==> config.mk <==
export PLATFORM = sky130hd
export DESIGN_NAME = fdol_drive_option
export DESIGN_NICKNAME = d
export VERILOG_FILES = /design/src/fdol_pkg.sv /design/src/fdol_drive_option.sv
export SDC_FILE = /design/constraint.sdc
export NUM_CORES = 1
export LEC_CHECK = 0
export BUFFER_PORTS_ARGS = -buffer_cell sky130_fd_sc_hd__buf_2
export CORE_MARGIN = 2
export CORE_UTILIZATION = 47
export CTS_BUF_LIST = sky130_fd_sc_hd__clkbuf_4 sky130_fd_sc_hd__clkbuf_8
export DETAILED_ROUTE_END_ITERATION = 8
export PLACE_DENSITY = 0.87
export SETUP_SLACK_MARGIN = 0.05
export SYNTH_ARGS = -nofsm -noshare
export SYNTH_HDL_FRONTEND = slang
export SYNTH_SLANG_ARGS = --single-unit
export TNS_END_PERCENT = 30
==> constraint.sdc <==
create_clock -name sys_clk -period 2.7 [get_ports sys_clk]
set_input_delay 0.135 -clock sys_clk [delete_from_list [all_inputs] [get_ports sys_clk]]
set_output_delay 0.135 -clock sys_clk [all_outputs]
set_load 0.02 [all_outputs]
==> src/fdol_pkg.sv <==
/*
  package for the floppy drive option logic: register indices, byte addresses,
  field positions, reset values and the pin bundle type.
  assumes a 32-bit apb bus with one register per aligned word.
*/
package fdol_pkg;

  // register indices and byte addresses
  localparam logic [11:0] TYPE_INDEX     = 12'h0F2;
  localparam logic [11:0] DISABLE_INDEX  = 12'h0F0;
  localparam logic [11:0] OPTION_INDEX   = 12'h0F1;
  localparam logic [11:0] STATUS_INDEX   = 12'h0F3;
  localparam logic [11:0] TYPE_ADDR      = {TYPE_INDEX[9:0], 2'b00};
  localparam logic [11:0] DISABLE_ADDR   = {DISABLE_INDEX[9:0], 2'b00};
  localparam logic [11:0] OPTION_ADDR    = {OPTION_INDEX[9:0], 2'b00};
  localparam logic [11:0] STATUS_ADDR    = {STATUS_INDEX[9:0], 2'b00};

  // field positions
  localparam int          FORCE_WP_BIT   = 0;
  localparam int          DENSITY_LSB    = 2;
  localparam int          DISABLE_WP_BIT = 0;
  localparam int          STATUS_WP_BIT  = 1;

  // writable masks, reserved positions stay zero
  localparam logic [7:0]  OPTION_MASK    = 8'h0D;
  localparam logic [7:0]  DISABLE_MASK   = 8'h01;

  // reset values
  localparam logic [7:0]  TYPE_RESET     = 8'hFF;
  localparam logic [7:0]  OPTION_RESET   = 8'h00;
  localparam logic [7:0]  DISABLE_RESET  = 8'h00;

  // density select codes
  localparam logic [1:0]  DENS_NORMAL    = 2'h0;
  localparam logic [1:0]  DENS_USER      = 2'h1;
  localparam logic [1:0]  DENS_FORCE1    = 2'h2;
  localparam logic [1:0]  DENS_FORCE0    = 2'h3;

  // boot drive number
  localparam logic        BOOT_DRIVE     = 1'b0;

  // one floppy drive path, active low pins
  typedef struct packed {
    logic driveSelectZeroN;
    logic driveSelectOneN;
    logic writeProtectLineN;
  } fdol_drive_pins_type;

endpackage : fdol_pkg

==> src/fdol_drive_option.sv <==
/*
  floppy drive option logic: write-protect combining, density override,
  drive type storage, apb register slave.
  assumes drive pins arrive asynchronously; core density and apb on sys_clk.
*/
// The implementer's own choice: the APB slave port.
//////////////////////////////////////////////////////////////////////////////
// Operation
// core write protect = ds0&force | ds1&force | drive line | global bit.
// drive interface write-protect line is one term of the combined value.
// combined write-protect value readable in status register A bit 1.
// global write-protect bit lives in device-disable register, not option.
// boot drive is always drive 0, never drive 1.
// forced write protect also applies to the parallel-port floppy path.
// density bits 3:2: 00/01 normal, 10 forces 1, 11 forces 0.
// option register bit 1 and bits 7:4 are reserved, no function.
// read/write drive type register at 0xF2, A in 1:0, B in 3:2.
// type bits 5:4 reserved, storage only, no effect on behaviour.
// drive type register loads 0xFF on every reset.
// writes to reserved bits ignored, no effect on outputs or write protect.
//////////////////////////////////////////////////////////////////////////////
module fdol_drive_option (
  // clock and reset
  input  wire logic                          sys_clk,
  input  wire logic                          reset_n,
  // apb slave
  input  wire logic                          psel,
  input  wire logic                          penable,
  input  wire logic                          pwrite,
  input  wire logic [11:0]                   paddr,
  input  wire logic [31:0]                   pwdata,
  input  wire logic [3:0]                    pstrb,
  output logic      [31:0]                   prdata,
  output logic                               pready,
  output logic                               pslverr,
  // drive interface and parallel-port floppy path pins
  input  wire fdol_pkg::fdol_drive_pins_type drivePins,
  input  wire fdol_pkg::fdol_drive_pins_type portPins,
  // controller core side
  input  wire logic                          coreDensity,
  output logic                               coreWriteProtect,
  output logic                               portWriteProtect,
  output logic                               densitySelect,
  output logic                               bootDriveSelect,
  output logic      [1:0]                    driveTypeA,
  output logic      [1:0]                    driveTypeB
);

  //////////////////////////////////////////////////////////////////////////////
  // pin synchronisers
  fdol_pkg::fdol_drive_pins_type driveMeta_q;
  fdol_pkg::fdol_drive_pins_type driveSync_q;
  fdol_pkg::fdol_drive_pins_type portMeta_q;
  fdol_pkg::fdol_drive_pins_type portSync_q;

  always_ff @(posedge sys_clk or negedge reset_n) begin
    if (!reset_n) begin
      driveMeta_q <= 3'h7;
      driveSync_q <= 3'h7;
      portMeta_q  <= 3'h7;
      portSync_q  <= 3'h7;
    end else begin
      driveMeta_q <= drivePins;
      driveSync_q <= driveMeta_q;
      portMeta_q  <= portPins;
      portSync_q  <= portMeta_q;
    end
  end

  //////////////////////////////////////////////////////////////////////////////
  // registers
  logic [7:0] type_q;
  logic [7:0] option_q;
  logic [7:0] disable_q;
  logic       coreWp_q;
  logic       portWp_q;
  logic       density_q;
  logic       boot_q;
  logic [31:0] rdata_q;

  wire        setupPhase  = psel & ~penable;
  wire        writeTaken  = psel & penable & pwrite & pstrb[0];
  wire        hitType     = (paddr == fdol_pkg::TYPE_ADDR);
  wire        hitOption   = (paddr == fdol_pkg::OPTION_ADDR);
  wire        hitDisable  = (paddr == fdol_pkg::DISABLE_ADDR);
  wire        hitStatus   = (paddr == fdol_pkg::STATUS_ADDR);
  wire        hitAny      = hitType | hitOption | hitDisable | hitStatus;
  wire        forceWp     = option_q[fdol_pkg::FORCE_WP_BIT];
  wire        globalWp    = disable_q[fdol_pkg::DISABLE_WP_BIT];
  wire [1:0]  densityCode = option_q[fdol_pkg::DENSITY_LSB +: 2];

  // combined write protect per path
  wire        coreWp_d    = (~driveSync_q.driveSelectZeroN & forceWp)
                          | (~driveSync_q.driveSelectOneN & forceWp)
                          | ~driveSync_q.writeProtectLineN
                          | globalWp;
  wire        portWp_d    = (~portSync_q.driveSelectZeroN & forceWp)
                          | (~portSync_q.driveSelectOneN & forceWp)
                          | ~portSync_q.writeProtectLineN
                          | globalWp;

  // density override
  wire        density_d   = (densityCode == fdol_pkg::DENS_FORCE1) ? 1'b1 :
                            (densityCode == fdol_pkg::DENS_FORCE0) ? 1'b0 :
                            coreDensity;

  // status register a image
  wire [7:0]  statusA     = 8'(coreWp_q) << fdol_pkg::STATUS_WP_BIT;

  wire [7:0]  readByte    = hitType    ? type_q    :
                            hitOption  ? option_q  :
                            hitDisable ? disable_q :
                            hitStatus  ? statusA   : 8'h00;

  always_ff @(posedge sys_clk or negedge reset_n) begin
    if (!reset_n) begin
      type_q    <= fdol_pkg::TYPE_RESET;
      option_q  <= fdol_pkg::OPTION_RESET;
      disable_q <= fdol_pkg::DISABLE_RESET;
    end else if (writeTaken) begin
      if (hitType) begin
        type_q <= pwdata[7:0];
      end
      if (hitOption) begin
        option_q <= pwdata[7:0] & fdol_pkg::OPTION_MASK;
      end
      if (hitDisable) begin
        disable_q <= pwdata[7:0] & fdol_pkg::DISABLE_MASK;
      end
    end
  end

  always_ff @(posedge sys_clk or negedge reset_n) begin
    if (!reset_n) begin
      coreWp_q  <= 1'b0;
      portWp_q  <= 1'b0;
      density_q <= 1'b0;
      boot_q    <= fdol_pkg::BOOT_DRIVE;
      rdata_q   <= 32'h0000_0000;
    end else begin
      coreWp_q  <= coreWp_d;
      portWp_q  <= portWp_d;
      density_q <= density_d;
      boot_q    <= fdol_pkg::BOOT_DRIVE;
      if (setupPhase) begin
        rdata_q <= {24'h00_0000, readByte};
      end
    end
  end

  //////////////////////////////////////////////////////////////////////////////
  // outputs
  assign pready           = 1'b1;
  assign pslverr          = psel & penable & ~hitAny;
  assign prdata           = rdata_q;
  assign coreWriteProtect = coreWp_q;
  assign portWriteProtect = portWp_q;
  assign densitySelect    = density_q;
  assign bootDriveSelect  = boot_q;
  assign driveTypeA       = type_q[1:0];
  assign driveTypeB       = type_q[3:2];
endmodule : fdol_drive_option

==> metrics.yaml <==
crit_top_cell: "buf_2"
cts_tree: "yes"
seqCellArea_um2: 900.9
post-synth-top-area-fraction: 0.3191
slowest_stage: "and4bb_1"
vias: 1046
crit_path_start_kind: "input port"
multi_input_area_um2: 598.1
syn_area_per_cell_um2: 12.97
end_kind: "output port"
start_util: 0.4896
skew_ps: 5.721
finalHoldViolations: 0
grt_usage: 0.1546
syn_to_final_growth_pct: 21.20
fin_total_pwr_mw: 1.115
dp_cells: 213
power.density_mw_per_mm2: 558.6
place.gp.congestion: 0.7037
yosysMostFrequentCell: "buf_4"
synthTopCellsByArea: "dfstp_2 32%, dfrtp_1 23%, buf_4 14%"
cts_buffer_depth: 2
synth_ff_type: "dfstp_2"
p_int_mw: 0.8664
p_switching_mw: 0.2484
rsz0062_at_grt: "no"
routed_wl_um: 2796
die-area_mm2: 0.003993
drt_iter0_markers: 10
cts_buffers: 5
setup_viol: 0
irDropWorstVdd_mv: 0.4768
relSlewSlack: 0.5129
clkTransAtPathRegs_ps: 100
hpwl_um: 2008
core_mm2: 0.003363
path_class: "in -> out"
clock-sinks: 35
ios: 102
slew_violations: 0
fp.dieW_um: 63.19
fillers: 290
synthesis.area_mm2: 0.001647
drtAntennaViolNets: 0
yosys_warnings: 0
crit_chain: "buf_2, and4bb_1, and2_4, nand2_1, and3_1, buf_2"
clk_latency_ps: 340
cts_root_buf: "clkbuf_4"
drt_pass1_iterations: 4
post-route-min-period_ps: 1249
grt_max_degree: 36
grt_pass1_vias: 1068
hold_path.startpoint: "pwdata[6]"
synthCells: 127
p_leak_nw: 1.005
critical_path.startpoint: "paddr[10]"
antenna_found_initial: 0
io_buffers: 48
viasPerCell: 4.548
ys_seq_area_frac: 0.5471
crit_end: "pslverr"
slowest_delay_ps: 310
post_cts_buffers: 0
overflow: 0
die_y_um: 63.19
maxCapViolCount: 0
synth_edf_count: 0
wire_per_inst_um: 12.16
cp_max_fo: 3
yosys.area.top_type: "dfstp_2"
critPathArrivalTime_ps: 1110
status: "finished clean"
synthArstFlopShare: 1.000
synthTopCellsByCount: "30 x buf_4, 20 x dfstp_2, 15 x dfrtp_1"
synth-seq-cells: 35
worst_slew_pin_slew_ps: 730.7
critical_path_required_ps: 2570
fmax_ghz: 0.8005
power.share.sequential: 0.490
netSwitchingFraction: 0.2228
drive_gt1_frac: 0.5326
cts_max_level: 2
drcViolationCount: 0
antenna_cells: 0
nets: 243
layout.cells.non_filler: 230
worstReg2RegStart: "type_q[0]"
p_comb_frac: 0.093
rr_worst_depth: 4
reg2reg_slack_ps: 1510
ys_types: 35
rows: 21
hp-class: "in -> reg"
finalSetupTns_ps: 0
fin_crit_sh: 0.4626
p_clk_frac: 0.417
grt_pass1_wl_um: 4698
rr_endpoint: "prdata[0]"
## cells by family after synthesis
| kind of cell | synth area share |
|---|---|
| buffers and inverters | 0.1444 |
| other | 0.004561 |
| flip-flops | 0.5471 |
| AND/OR/NAND/NOR | 0.1497 |
| AO/OA/AOI/OAI | 0.04559 |
| multiplexers | 0.1087 |
## worst min path at each step
stage,to,depth (start not counted)
6_report,type_q[6],2
5_1_grt,type_q[6],2
4_1_cts,type_q[6],2
3_5_place_dp,prdata[6],1
3_3_place_gp,prdata[5],1
2_1_floorplan,coreWriteProtect,0
## sequential cells by signal, summed over array words and instances (netlist names)
name,cells
type_q,8
driveSync_q,3
driveMeta_q,3
portMeta_q,3
coreWriteProtect,1
portSync_q,3
disable_q,1
option_q,3
prdata,8
portWriteProtect,1
densitySelect,1
## timing repair
item                      CTS  global route
gates resized for setup     0             0
hold buffers                9             0
hold endpoints to repair   23             0
## power groups by stage
stage	Clock, mW	Sequential [mW]	Combinational, mW
after floorplan	0	0.558	0.0771
after global placement	0	0.555	0.0919
after detailed placement	0	0.556	0.0937
after CTS	0.484	0.547	0.104
after global routing	0.508	0.548	0.113
final	0.465	0.547	0.103
## cell usage in the layout, fill, tap and decap left out, drive strengths merged, types with 2 or more instances in the layout
cell type / instances
buf: 48
conb: 26
dfstp: 20
dfrtp: 15
mux2: 13
nand2: 9
dlygate4sd3: 9
nand3: 6
clkbuf: 5
a22o: 4
nor2: 3
nand3b: 2
a22oi: 2
bufinv: 2
and4bb: 2
and2: 2
and3: 2
and4: 2
## critical path, delay by kind of cell
family                 cells  cell delay [ps]
buffers and inverters      2              240
and+or+nand+nor            4              740
## per-stage QoR
| step | cell area, µm² | utilization | setup slack (ps) | hold WS (ps) |
|---|---|---|---|---|
| floorplan | 1737 | - | 1554 | -160.6 |
| global placement | 1800 | 0.5353 | 1365 | 224.0 |
| detailed placement | 1800 | 0.5353 | 1369 | 238.8 |
| CTS | 1996 | 0.5934 | 1447 | 3.289 |
| global route | 1996 | 0.5934 | 1407 | 0.7407 |
| finish | 1996 | 0.5934 | 1451 | 27.97 |
## layout make-up
class,count,share of cell area
multi-input combinational,83,0.2997
clock buffer,5,0.01881
tap,46,0.02884
inverter,1,0.001881
sequential,35,0.4514
timing repair buffer,57,0.1655
clock inverter,3,0.03386
## routing by layer
| layer | track usage | wire (µm) | vias up |
|---|---|---|---|
| li1 | - | - | 489 |
| met1 | 0.1780 | 1182 | 483 |
| met2 | 0.2660 | 1296 | 69 |
| met3 | 0.05357 | 281 | 5 |
| met4 | 0.05707 | 35 | 0 |
| met5 | 0 | 0 | - |
No activity file was read; power rests on OpenSTA's default activity.
